[src/hdl/tmr_pkg.sv]
/*
  Constants, register map and types of the input-driven 16-bit timer.
  Assumes a 32-bit APB master and one timer input pin from outside the clock domain.
*/
// Behaviour
// [RULE_01] Mode field: 100 ext trigger, 010 event count, 101 window, 110 pulse width.
// [RULE_02] Ext trigger: counting on source clock starts at selected edge; 0 rising, 1 falling.
// [RULE_03] Ext trigger: match with A interrupts, clears counter, keeps counting.
// [RULE_04] Retrigger-stop at 1: opposite edge stops and clears; next trigger restarts.
// [RULE_05] Retrigger-stop at 0: all pin edges ignored while counting to match.
// [RULE_06] Clearing run bit stops the counter and clears it in every mode.
// [RULE_07] While running, mode register and overflow enable writes are ignored.
// [RULE_08] Event mode: count each selected edge; match with A interrupts and clears.
// [RULE_09] Event source holds each level two cycles at least, rate below half clock.
// [RULE_10] Window mode: select 0 counts while input high, 1 while low.
// [RULE_11] Window mode: count ticks only at chosen level; match interrupts and clears.
// [RULE_12] Pulse width mode: edge select 0 starts on rising, 1 on falling.
// [RULE_13] Capture mode bit 0 gives double-edge capture, 1 single-edge capture.
// [RULE_14] Starting pulse width mode clears capture registers A and B.
// [RULE_15] Start edge interrupts and starts count; opposite edge captures B, flag, interrupt.
// [RULE_16] Double-edge: keep counting; next start edge captures A, flags, clears counter.
// [RULE_17] Single-edge: opposite edge stops and clears; next start edge interrupts, resumes.
// [RULE_18] Overflow while capturing sets flag; interrupt only if overflow enable set.
// [RULE_19] Reading the status register clears both capture flags and overflow flag.
// [RULE_20] Software reads captured values before the next trigger edge.
// [RULE_21] Opposite edge seen first after start: no capture, no interrupt.
// [RULE_22] Low byte write goes to holding buffer; high byte write commits 16 bits. Code ignores high byte writes in pulse width mode.
// [RULE_23] Auto capture: reading B low samples live counter and loads high byte.
// [RULE_24] Input pin synchronised before edge detection; one action per edge.
package tmr_pkg;
  localparam int ADDR_W = 8;
  localparam int DATA_W = 32;
  localparam int CNT_W = 16;
  localparam int PRE_W = 10;

  localparam logic [ADDR_W-1:0] OFF_MODE = 8'h00;
  localparam logic [ADDR_W-1:0] OFF_CTRL = 8'h04;
  localparam logic [ADDR_W-1:0] OFF_DRA_L = 8'h08;
  localparam logic [ADDR_W-1:0] OFF_DRA_H = 8'h0C;
  localparam logic [ADDR_W-1:0] OFF_DRB_L = 8'h10;
  localparam logic [ADDR_W-1:0] OFF_DRB_H = 8'h14;
  localparam logic [ADDR_W-1:0] OFF_STAT = 8'h18;
  localparam logic [ADDR_W-1:0] OFF_CNT = 8'h1C;

  localparam logic [2:0] MODE_EXT = 3'h4;
  localparam logic [2:0] MODE_EVT = 3'h2;
  localparam logic [2:0] MODE_WIN = 3'h5;
  localparam logic [2:0] MODE_PWM = 3'h6;

  localparam int CTRL_RUN = 0;
  localparam int CTRL_OVFIE = 1;
  localparam int CTRL_ACAP = 2;
  localparam int STAT_CPA = 0;
  localparam int STAT_CPB = 1;
  localparam int STAT_OVF = 2;

  // Source clock dividers 1024, 64, 4 and 2 as all-ones masks
  localparam logic [PRE_W-1:0] DIV_MASK_0 = 10'h3FF;
  localparam logic [PRE_W-1:0] DIV_MASK_1 = 10'h03F;
  localparam logic [PRE_W-1:0] DIV_MASK_2 = 10'h003;
  localparam logic [PRE_W-1:0] DIV_MASK_3 = 10'h001;

  localparam logic [CNT_W-1:0] DR_RESET = 16'hFFFF;
  localparam logic [CNT_W-1:0] CNT_ZERO = 16'h0000;
  localparam logic [CNT_W-1:0] CNT_MAX = 16'hFFFF;

  typedef struct packed {
    logic cap_single;
    logic retrig_stop;
    logic edge_sel;
    logic [1:0] clk_sel;
    logic [2:0] op_mode;
  } mode_cfg_t;

  localparam mode_cfg_t MODE_RESET = 8'h00;

  typedef enum logic [1:0] {ST_WAIT, ST_COUNT, ST_AFTER} phase_t;
endpackage : tmr_pkg

[src/hdl/input_timer.sv]
/*
  Input-driven 16-bit timer: external trigger, event count, window and pulse width
  modes, with an APB register slave. Assumes TIN_I is asynchronous to CLK_I.
*/
`timescale 1ns/1ps
module input_timer (
  input wire logic CLK_I,
  input wire logic RST_I,
  input wire logic PSEL_I,
  input wire logic PENABLE_I,
  input wire logic PWRITE_I,
  input wire logic [tmr_pkg::ADDR_W-1:0] PADDR_I,
  input wire logic [tmr_pkg::DATA_W-1:0] PWDATA_I,
  output logic PREADY_O,
  output logic [tmr_pkg::DATA_W-1:0] PRDATA_O,
  output logic PSLVERR_O,
  input wire logic TIN_I,
  output logic TIRQ_O
);
  import tmr_pkg::*;

  function automatic logic [PRE_W-1:0] div_mask(input logic [1:0] sel);
    case (sel)
      2'h0: div_mask = DIV_MASK_0;
      2'h1: div_mask = DIV_MASK_1;
      2'h2: div_mask = DIV_MASK_2;
      default: div_mask = DIV_MASK_3;
    endcase
  endfunction : div_mask

  function automatic logic hit(input logic [ADDR_W-1:0] a, input logic [ADDR_W-1:0] o);
    hit = (a == o);
  endfunction : hit

  mode_cfg_t cfg_q;
  logic run_q;
  logic ovf_ie_q;
  logic acap_q;
  logic [7:0] hold_q;
  logic [7:0] acap_hi_q;
  logic [CNT_W-1:0] cnt_q;
  logic [CNT_W-1:0] cmp_a_q;
  logic [CNT_W-1:0] cap_b_q;
  logic [2:0] flags_q;
  logic irq_q;
  phase_t st_q;
  logic [PRE_W-1:0] pre_q;
  logic tin_s1_q;
  logic tin_s2_q;
  logic tin_prev_q;
  logic pready_q;
  logic pslverr_q;
  logic [DATA_W-1:0] prdata_q;
  logic [DATA_W-1:0] rdata;
  logic mapped;

  logic setup;
  logic wr_done;
  logic rd_done;
  logic run_start;
  logic rise;
  logic fall;
  logic trig;
  logic opp;
  logic win_level;
  logic tick;
  logic match;
  logic pwm;

  assign setup = PSEL_I & PENABLE_I & ~pready_q;
  assign wr_done = PSEL_I & PENABLE_I & pready_q & PWRITE_I;
  assign rd_done = PSEL_I & PENABLE_I & pready_q & ~PWRITE_I;
  assign run_start = wr_done & hit(PADDR_I, OFF_CTRL) & PWDATA_I[CTRL_RUN] & ~run_q;
  assign pwm = (cfg_q.op_mode == MODE_PWM);

  // Pin synchroniser and edge detect
  always_ff @(posedge CLK_I) begin
    if (RST_I) begin
      tin_s1_q <= 1'b0;
      tin_s2_q <= 1'b0;
      tin_prev_q <= 1'b0;
    end else begin
      tin_s1_q <= TIN_I; // [RULE_24]
      tin_s2_q <= tin_s1_q;
      tin_prev_q <= tin_s2_q;
    end
  end

  assign rise = tin_s2_q & ~tin_prev_q; // [RULE_24]
  assign fall = ~tin_s2_q & tin_prev_q;
  assign trig = cfg_q.edge_sel ? fall : rise; // [RULE_02] [RULE_12]
  assign opp = cfg_q.edge_sel ? rise : fall;
  assign win_level = tin_s2_q ^ cfg_q.edge_sel; // [RULE_10]

  // Source clock prescaler
  always_ff @(posedge CLK_I) begin
    if (RST_I) begin
      pre_q <= '0;
    end else begin
      pre_q <= pre_q + 1'b1;
    end
  end

  assign tick = ((pre_q & div_mask(cfg_q.clk_sel)) == div_mask(cfg_q.clk_sel));
  assign match = (cnt_q == cmp_a_q);

  // Configuration and control registers
  always_ff @(posedge CLK_I) begin
    if (RST_I) begin
      cfg_q <= MODE_RESET;
      run_q <= 1'b0;
      ovf_ie_q <= 1'b0;
      acap_q <= 1'b0;
      hold_q <= 8'h00;
    end else if (wr_done) begin
      if (hit(PADDR_I, OFF_MODE) && !run_q) begin
        cfg_q <= PWDATA_I[7:0]; // [RULE_07]
      end
      if (hit(PADDR_I, OFF_CTRL)) begin
        run_q <= PWDATA_I[CTRL_RUN];
        acap_q <= PWDATA_I[CTRL_ACAP];
        if (!run_q) begin
          ovf_ie_q <= PWDATA_I[CTRL_OVFIE]; // [RULE_07]
        end
      end
      if (hit(PADDR_I, OFF_DRA_L) || hit(PADDR_I, OFF_DRB_L)) begin
        hold_q <= PWDATA_I[7:0]; // [RULE_22]
      end
    end
  end

  // Counter, capture registers, flags and interrupt
  always_ff @(posedge CLK_I) begin
    if (RST_I) begin
      cnt_q <= CNT_ZERO;
      cmp_a_q <= DR_RESET;
      cap_b_q <= DR_RESET;
      flags_q <= 3'h0;
      irq_q <= 1'b0;
      st_q <= ST_WAIT;
    end else begin
      irq_q <= 1'b0;
      // Only bits actually returned are cleared, so a later set is kept
      if (rd_done && hit(PADDR_I, OFF_STAT)) begin
        flags_q <= flags_q & ~prdata_q[2:0]; // [RULE_19]
      end
      if (wr_done && hit(PADDR_I, OFF_DRA_H) && !pwm) begin
        cmp_a_q <= {PWDATA_I[7:0], hold_q}; // [RULE_22]
      end
      if (wr_done && hit(PADDR_I, OFF_DRB_H) && !pwm) begin
        cap_b_q <= {PWDATA_I[7:0], hold_q}; // [RULE_22]
      end
      if (!run_q) begin
        cnt_q <= CNT_ZERO; // [RULE_06]
        st_q <= ST_WAIT;
        if (run_start && pwm) begin
          cmp_a_q <= CNT_ZERO; // [RULE_14]
          cap_b_q <= CNT_ZERO;
        end
      end else begin
        case (cfg_q.op_mode) // [RULE_01]
          MODE_EXT: begin
            case (st_q)
              ST_WAIT: begin
                if (trig) begin
                  st_q <= ST_COUNT; // [RULE_02]
                end
              end
              default: begin
                if (cfg_q.retrig_stop && opp) begin
                  cnt_q <= CNT_ZERO; // [RULE_04]
                  st_q <= ST_WAIT;
                end else if (tick) begin
                  // Pin edges do not reach here without retrigger-stop
                  if (match) begin // [RULE_05]
                    cnt_q <= CNT_ZERO; // [RULE_03]
                    irq_q <= 1'b1;
                  end else begin
                    cnt_q <= cnt_q + 1'b1;
                  end
                end
              end
            endcase
          end
          MODE_EVT: begin
            if (trig) begin // [RULE_09]
              if (match) begin
                cnt_q <= CNT_ZERO; // [RULE_08]
                irq_q <= 1'b1;
              end else begin
                cnt_q <= cnt_q + 1'b1;
              end
            end
          end
          MODE_WIN: begin
            if (tick && win_level) begin
              if (match) begin
                cnt_q <= CNT_ZERO; // [RULE_11]
                irq_q <= 1'b1;
              end else begin
                cnt_q <= cnt_q + 1'b1;
              end
            end
          end
          MODE_PWM: begin
            case (st_q)
              ST_WAIT: begin
                // Opposite edge here is ignored entirely
                if (trig) begin // [RULE_21]
                  irq_q <= 1'b1; // [RULE_15] [RULE_17]
                  cnt_q <= CNT_ZERO;
                  st_q <= ST_COUNT;
                end
              end
              ST_COUNT: begin
                if (opp) begin
                  cap_b_q <= cnt_q; // [RULE_15]
                  flags_q[STAT_CPB] <= 1'b1;
                  irq_q <= 1'b1;
                  if (cfg_q.cap_single) begin // [RULE_13]
                    cnt_q <= CNT_ZERO; // [RULE_17]
                    st_q <= ST_WAIT;
                  end else begin
                    st_q <= ST_AFTER; // [RULE_16]
                  end
                end else if (tick) begin
                  cnt_q <= cnt_q + 1'b1;
                  if (cnt_q == CNT_MAX) begin
                    flags_q[STAT_OVF] <= 1'b1; // [RULE_18]
                    irq_q <= ovf_ie_q;
                  end
                end
              end
              default: begin
                if (trig) begin
                  cmp_a_q <= cnt_q; // [RULE_16]
                  flags_q[STAT_CPA] <= 1'b1;
                  irq_q <= 1'b1;
                  cnt_q <= CNT_ZERO;
                  st_q <= ST_COUNT;
                end else if (tick) begin
                  cnt_q <= cnt_q + 1'b1;
                  if (cnt_q == CNT_MAX) begin
                    flags_q[STAT_OVF] <= 1'b1; // [RULE_18]
                    irq_q <= ovf_ie_q;
                  end
                end
              end
            endcase
          end
          default: begin
            cnt_q <= CNT_ZERO;
          end
        endcase
      end
    end
  end

  // Auto capture high byte latched by the low byte read
  always_ff @(posedge CLK_I) begin
    if (RST_I) begin
      acap_hi_q <= 8'h00;
    end else if (rd_done && acap_q && hit(PADDR_I, OFF_DRB_L)) begin
      acap_hi_q <= run_q ? cnt_q[15:8] : 8'h00; // [RULE_23]
    end
  end

  // Read mux
  always_comb begin
    rdata = '0;
    mapped = 1'b1;
    case (PADDR_I)
      OFF_MODE: rdata[7:0] = cfg_q;
      OFF_CTRL: rdata[2:0] = {acap_q, ovf_ie_q, run_q};
      OFF_DRA_L: rdata[7:0] = cmp_a_q[7:0];
      OFF_DRA_H: rdata[7:0] = cmp_a_q[15:8];
      OFF_DRB_L: begin
        if (acap_q) begin
          rdata[7:0] = run_q ? cnt_q[7:0] : 8'h00; // [RULE_23]
        end else begin
          rdata[7:0] = cap_b_q[7:0];
        end
      end
      OFF_DRB_H: rdata[7:0] = acap_q ? acap_hi_q : cap_b_q[15:8];
      OFF_STAT: rdata[2:0] = flags_q;
      OFF_CNT: rdata[CNT_W-1:0] = cnt_q;
      default: mapped = 1'b0;
    endcase
  end

  // APB answer, one wait state
  always_ff @(posedge CLK_I) begin
    if (RST_I) begin
      pready_q <= 1'b0;
      pslverr_q <= 1'b0;
      prdata_q <= '0;
    end else begin
      pready_q <= setup;
      if (setup) begin
        pslverr_q <= ~mapped;
        prdata_q <= PWRITE_I ? '0 : rdata;
      end
    end
  end

  assign PREADY_O = pready_q;
  assign PSLVERR_O = pslverr_q;
  assign PRDATA_O = prdata_q;
  assign TIRQ_O = irq_q;
endmodule : input_timer

[config.mk]
export PLATFORM = sky130hd
export DESIGN_NAME = input_timer
export DESIGN_NICKNAME = d
export VERILOG_FILES = /design/src/hdl/tmr_pkg.sv /design/src/hdl/input_timer.sv
export SDC_FILE = /design/constraint.sdc
export NUM_CORES = 1
export LEC_CHECK = 0
export BUFFER_PORTS_ARGS = -buffer_cell sky130_fd_sc_hd__buf_4
export CAP_MARGIN = 15
export CELL_PAD_IN_SITES_DETAIL_PLACEMENT = 1
export CELL_PAD_IN_SITES_GLOBAL_PLACEMENT = 1
export CORE_ASPECT_RATIO = 1.2
export CORE_MARGIN = 4
export CORE_UTILIZATION = 44
export DETAILED_ROUTE_END_ITERATION = 6
export GPL_TIMING_DRIVEN = 0
export PLACE_DENSITY_LB_ADDON = 0.1
export SYNTH_ARGS = -nofsm -noshare
export SYNTH_HDL_FRONTEND = slang
export SYNTH_SLANG_ARGS = --single-unit
[constraint.sdc]
create_clock -name CLK_I -period 3 [get_ports CLK_I]
set_clock_uncertainty 0.15 [all_clocks]
set_input_delay 0.15 -clock CLK_I [delete_from_list [all_inputs] [get_ports CLK_I]]
set_output_delay 0.15 -clock CLK_I [all_outputs]
set_load 0.005 [all_outputs]
Yosys cells after proc, flatten, opt, wreduce, memory -nomap -nowiden
Index checks and enable logic that the tools add are counted.
{"block": "classes", "bitwise": 20, "reduce_logical": 27, "order_cmp": 0, "add_sub_neg": 2, "n_eq_ne": 25, "n_shift": 0, "div": 0, "multipliers": 0, "mux": 69}
{"op": "16-bit two-way mux", "n": 24}
{"op": "16-bit case mux with 4 select lines", "n": 1}
{"op": "8-bit two-way mux", "n": 5}
{"op": "8-bit by 5-bit == test with 1-bit output, second input constant", "n": 4}
{"op": "16-bit case mux with 2 select lines", "n": 1}
{"op": "10-bit case mux with 3 select lines", "n": 1}
{"op": "5-bit case mux with 6 select lines", "n": 1}
{"op": "3-bit case mux with 8 select lines", "n": 1}
{"op": "1-bit two-way mux", "n": 22}
{"op": "16-bit by 1-bit adder with 16-bit output, second input constant", "n": 1}
{"op": "16-bit == test", "n": 1}
{"op": "16-bit == test, second input constant", "n": 1}
{"op": "8-bit by 4-bit == test with 1-bit output, second input constant", "n": 2}
{"op": "2-bit two-way mux", "n": 6}
{"op": "3-bit inequality test, second input constant", "n": 4}
{"op": "1-bit logical AND", "n": 11}
{"op": "10-bit by 1-bit adder with 10-bit output, second input constant", "n": 1}
{"op": "1-bit AND", "n": 10}
{"op": "10-bit AND", "n": 1}
{"op": "10-bit == test", "n": 1}
{"op": "3-bit == test, second input constant", "n": 3}
{"op": "3-bit two-way mux", "n": 3}
{"op": "8-bit by 3-bit == test with 1-bit output, second input constant", "n": 1}
{"op": "8-bit logical NOT", "n": 1}
{"op": "other kinds (21)", "n": 36}
{"block": "word_totals", "register_bits": 128, "out_inout_bits": 35, "rom_bits": 0, "latchBits": 0, "memories": 0, "wordCells": 166, "ramBits": 0}

Longest topological paths before layout
{"block": "depth", "depth_word": 11, "ltp_mapped": 10}

Worst setup path after synthesis
Ideal clock, no wire load.
{"block": "synth_path", "path_type": "register -> register", "startpoint": "register cfg_q[2] (netlist name)", "endpoint": "register cap_b_q[7]", "arrival_ns": 1.889, "t_required_ns": 2.736, "path_stages_with_launch": 9, "setup_slack_ns": 0.847, "n_path_buf": 3, "setup_time_ns": 0.114, "path_cell_list": "dfxtp_1 > buf_2 > and3b_1 > clkbuf_2 > nor4_4 > buf_6 > mux2i_1 > o21ai_1 > a21o_1"}
{"block": "synth_via", "elab_chain_cells": 8}
{"element": "start, declared", "line": "input_timer.sv:35", "text": "mode_cfg_t cfg_q;"}
{"element": "start signal, assigned", "line": "input_timer.sv:117", "text": "cfg_q <= PWDATA_I[7:0];"}
{"element": "3-bit == test *", "line": "input_timer.sv:74, input_timer.sv:161"}
{"element": "1-bit logical NOT", "line": "input_timer.sv:150", "text": "if (wr_done && hit(PADDR_I, OFF_DRB_H) && !pwm) begin"}
{"element": "1-bit logical AND", "line": "input_timer.sv:150"}
{"element": "16-bit two-way mux", "line": "input_timer.sv:150"}
{"element": "16-bit two-way mux", "line": "input_timer.sv:216", "text": "if (opp) begin"}
{"element": "16-bit two-way mux", "line": "input_timer.sv:206", "text": "case (st_q)"}
{"element": "16-bit two-way mux", "line": "input_timer.sv:161", "text": "case (cfg_q.op_mode)"}
{"element": "16-bit two-way mux *", "line": "input_timer.sv:153", "text": "if (!run_q) begin"}
{"element": "end signal, assigned", "line": "input_timer.sv:151", "text": "cap_b_q <= {PWDATA_I[7:0], hold_q};"}
{"element": "end signal, assigned", "line": "input_timer.sv:217", "text": "cap_b_q <= cnt_q;"}
{"element": "end, declared", "line": "input_timer.sv:43", "text": "logic [CNT_W-1:0] cap_b_q;"}
Every way passes the cells marked *; elsewhere a longest branch is shown, timed or not.
A chain may end at the register's enable or synchronous reset.

Worst setup path after layout
{"block": "layout_path", "startpoint": "register cnt_q[6]", "endpoint": "register cnt_q[7]"}
{"block": "layout_via", "elab_chain_cells": 6}
{"element": "start, declared", "line": "input_timer.sv:41", "text": "logic [CNT_W-1:0] cnt_q;"}
{"element": "start signal, assigned", "line": "input_timer.sv:179", "text": "cnt_q <= cnt_q + 1'b1;"}
{"element": "start signal, assigned", "line": "input_timer.sv:191", "text": "cnt_q <= cnt_q + 1'b1;"}
{"element": "start signal, assigned", "line": "input_timer.sv:201", "text": "cnt_q <= cnt_q + 1'b1;"}
{"element": "16-bit by 1-bit adder with 16-bit output / 16-bit == test (equally long branches)"}
{"element": "16-bit two-way mux", "line": "input_timer.sv:175, input_timer.sv:187, input_timer.sv:197"}
{"element": "16-bit two-way mux", "line": "input_timer.sv:173", "text": "end else if (tick) begin"}
{"element": "16-bit two-way mux", "line": "input_timer.sv:170", "text": "if (cfg_q.retrig_stop && opp) begin"}
{"element": "16-bit two-way mux", "line": "input_timer.sv:163", "text": "case (st_q)"}
{"element": "16-bit case mux with 4 select lines *", "line": "input_timer.sv:161"}
Every way passes the cells marked *; elsewhere a longest branch is shown, timed or not. The select of a mux whose other input is x is not followed.

==> impl_metrics.csv <==
group,metric,value,unit
run_status,status,"complete, no violations",
critical_path,cp_max_fo,9,
grt,grt_pass1_vias,6370,
run,maxCapViolCount,0,
route,drcViolationCount,0,
yosys,ys_seq_area_share,35.0,%
route,wl_per_cell,23.4,um
timing,whs,0.0497,ns
critical_path,rrSetupSlack,0.13,ns
critical_path,start_kind,"flip-flop",
place,gp_congestion,1.00,
critical_path,cp.required,3.11,ns
timing,finalHoldViolations,0,
clock_network,cts_max_level,3,
clock_network,clk_pin_slew,0.08,ns
power,p_leak,2.81,nW
route,drtPass1Iterations,7,
yosys,synthDistinctLibCells,76,
clock_network,clk_latency,0.37,ns
yosys,yosysWarnings,0,
clock_network,cts.sinks,112,
critical_path,startpoint,"cnt_q[6]",
power,ir_drop,0.000246,V
place,portBuffers,38,
die,row_count,48,
finish,final_util,51.1,%
yosys,synth_largest_area_cell,"dfxtp_1",
yosys,synth_mux_area_share,10.8,%
route,drt_wl_total,23.8,mm
power,power.total,0.00289,W
clock_network,root_buffer,"clkbuf_16",
grt,grt_max_degree,19,
yosys,synth-edff-count,0,
yosys,synth-compound-area-share,21.7,%
yosys,synth-simple-area-share,21.6,%
critical_path,cp_slowest_cell,"nor4_2",
timing,layout_setup_ws,0.128,ns
yosys,post_synth_main_area_contributors,"dfxtp_1 (35%), mux2i_1 (9.5%), nor2_1 (4.8%)",
critical_path,path_class,"reg -> reg",
yosys,synth_top_family_by_area,"compound AO/OA/AOI/OAI gates",
die,dieArea,16600,um^2
yosys,synthFlopType,"dfxtp_1",
clock_network,cts.path.max_buffers,2,
place,dp_slack,0.155,ns
yosys,synth_top_area_share,35.0,%
timing,setup_viol,0,
die,io_pins,81,
timing,slew_headroom,25.4,%
critical_path,arrival,2.98,ns
route,vias,6246,
yosys,ys_top_cells_by_count,"dfxtp_1 (112), nor2_1 (82), nand2_1 (66)",
timing,setup-tns-final,0,ns
grt,antenna_found_initial,0,
grt,grt_pass1_wl,36.9,mm
timing,rsz0062_at_grt,"no",
route,via_per_inst,6.14,
min_path,hold_class,"in -> reg",
yosys,syn_area_per_cell,8.37,um^2
finish,fin_nets,885,
critical_path,reg2regPathDepth,7,
yosys,syn_inst,765,
finish,areaGrowthSynthToFinish,14.5,%
critical_path,crit_path_end_kind,"flip-flop",
finish,antennaDiodeCount,0,
timing,min_period_over_period,95.7,%
die,initial_core_util,44.6,%
yosys,yosysMostFrequentCell,"dfxtp_1",
finish,drive_above_1_share,13.4,%
grt,grt_overflow,0,
critical_path,crit_path_end,"cnt_q[7]",
timing,min_period,2.87,ns
timing,tightestPinTransition,1.11,ns
critical_path,crit_chain,"clkbuf_1 > xnor2_1 > nand4_1 > nor4_2 > a2bb2oi_2 > nor2_1 > a32o_1",
clock_network,cts_buffers,9,
timing,fmax,348,MHz
place,dp_hpwl,18.1,mm
die,dieWidth,118,um
grt,grtUsageTotal,29.0,%
yosys,syn_area,6400,um^2
route,drt_iter0_markers,535,
yosys,synth-xor-area-share,3.69,%
power,p_per_area,394,nW/um^2
route,antenna_left,0,
timing,finalMaxSlewViolations,0,
yosys,synthAdderAreaFrac,0.391,%
yosys,ys_async_sr_fraction,0,%
clock_network,cts_tree,"yes",
die,core-area,14400,um^2
critical_path,r2r-end,"cnt_q[7]",
critical_path,r2r-start,"cnt_q[6]",
critical_path,max_stage_delay,0.59,ns
yosys,synth_seq_cells,112,
die,die_h,140,um
clock_network,cts_resized,0,
## cell families after synthesis
| group | count (synthesis) |
|---|---|
| and+or+nand+nor | 267 |
| AOI/OAI and AO/OA | 209 |
| DFF | 112 |
| buffers and inverters | 82 |
| muxes | 65 |
| xor gates and xnor gates | 27 |
| adders and majority gates | 2 |
| other | 1 |
## final cells by class
cell class                 count  area, um^2
clock buffer                  10         239
fill                        1746        7020
timing repair buffer          48         380
clock inverter                 6        40.0
tap                          175         219
sequential                   112        2240
buffer                        75         408
inverter                       5        18.8
multi-input combinational    586        3780
## power breakdown
part           switching (W)  internal, W
Sequential        0.00000898      0.00149
Clock               0.000597     0.000589
Combinational       0.000122    0.0000777
## worst min path at each step
stage          startpoint  slack [ns]     endpoint  cells past startpoint
3_3_place_gp        TIN_I        0.23     tin_s1_q                      2
5_1_grt          PWRITE_I        0.10  PRDATA_O[5]                      4
6_report         PWRITE_I        0.05  PRDATA_O[5]                      4
4_1_cts          PWRITE_I        0.03  PRDATA_O[6]                      4
3_5_place_dp        TIN_I        0.23     tin_s1_q                      2
2_1_floorplan       TIN_I        0.13     tin_s1_q                      1
## layout by cell type, fill, tap and decap left out, types with 5 or more instances in the layout
cell,count
a21oi_1,54
and3_1,12
dfxtp_1,112
a21o_1,38
clkbuf_1,38
nor3_1,5
a32o_1,7
mux2i_1,61
buf_4,58
dlygate4sd3_1,9
xnor2_1,20
nand2_1,66
nor2_1,82
clkbuf_16,9
o22ai_1,7
inv_1,5
and4_1,5
o21ai_1,12
a22oi_1,16
nor2b_1,12
nand3_1,33
xor2_1,7
o21ai_0,30
conb_1,16
a31oi_1,5
nand4_1,8
buf_2,10
## layer usage
| layer | wire length [um] | track usage, % | up-vias | part of all wire (%) |
|---|---|---|---|---|
| met2 | 11300 | 46.8 | 218 | 47 |
| li1 | - | - | 2880 | - |
| met5 | 0 | 0 | - | 0 |
| met1 | 10100 | 38.3 | 3099 | 43 |
| met4 | 849 | 12.3 | 0 | 3.6 |
| met3 | 1550 | 4.89 | 49 | 6.5 |
## sequential cells by signal, indices dropped and copies added, names as in the netlist, 2 cells and up
| signal | cells |
|---|---|
| cfg_q | 8 |
| cnt_q | 16 |
| cmp_a_q | 16 |
| cap_b_q | 16 |
| st_q | 2 |
| hold_q | 8 |
| PRDATA_O | 16 |
| flags_q | 3 |
| pre_q | 10 |
| acap_hi_q | 8 |
## stage by stage
stage	area, um^2	cells
CTS	7340	1019
global placement	6960	993
detailed placement	6970	994
floorplan	6460	780
global route	7330	1017
finish	7330	1017
## timing repair
item                                    CTS  global route
setup buffers                             0             0
endpoints found under the setup margin    0             5
hold endpoints to repair                 18             0
hold buffers                              9             0
## critical path: cells and delay by family, from the launching register on
family,cells,cell delay [ns]
XOR/XNOR,1,0.19
flip-flops,1,0.31
buffers and inverters,1,0.49
AO/OA/AOI/OAI,2,0.72
AND/OR/NAND/NOR,3,0.91
Power figures use the tool's default switching activity.
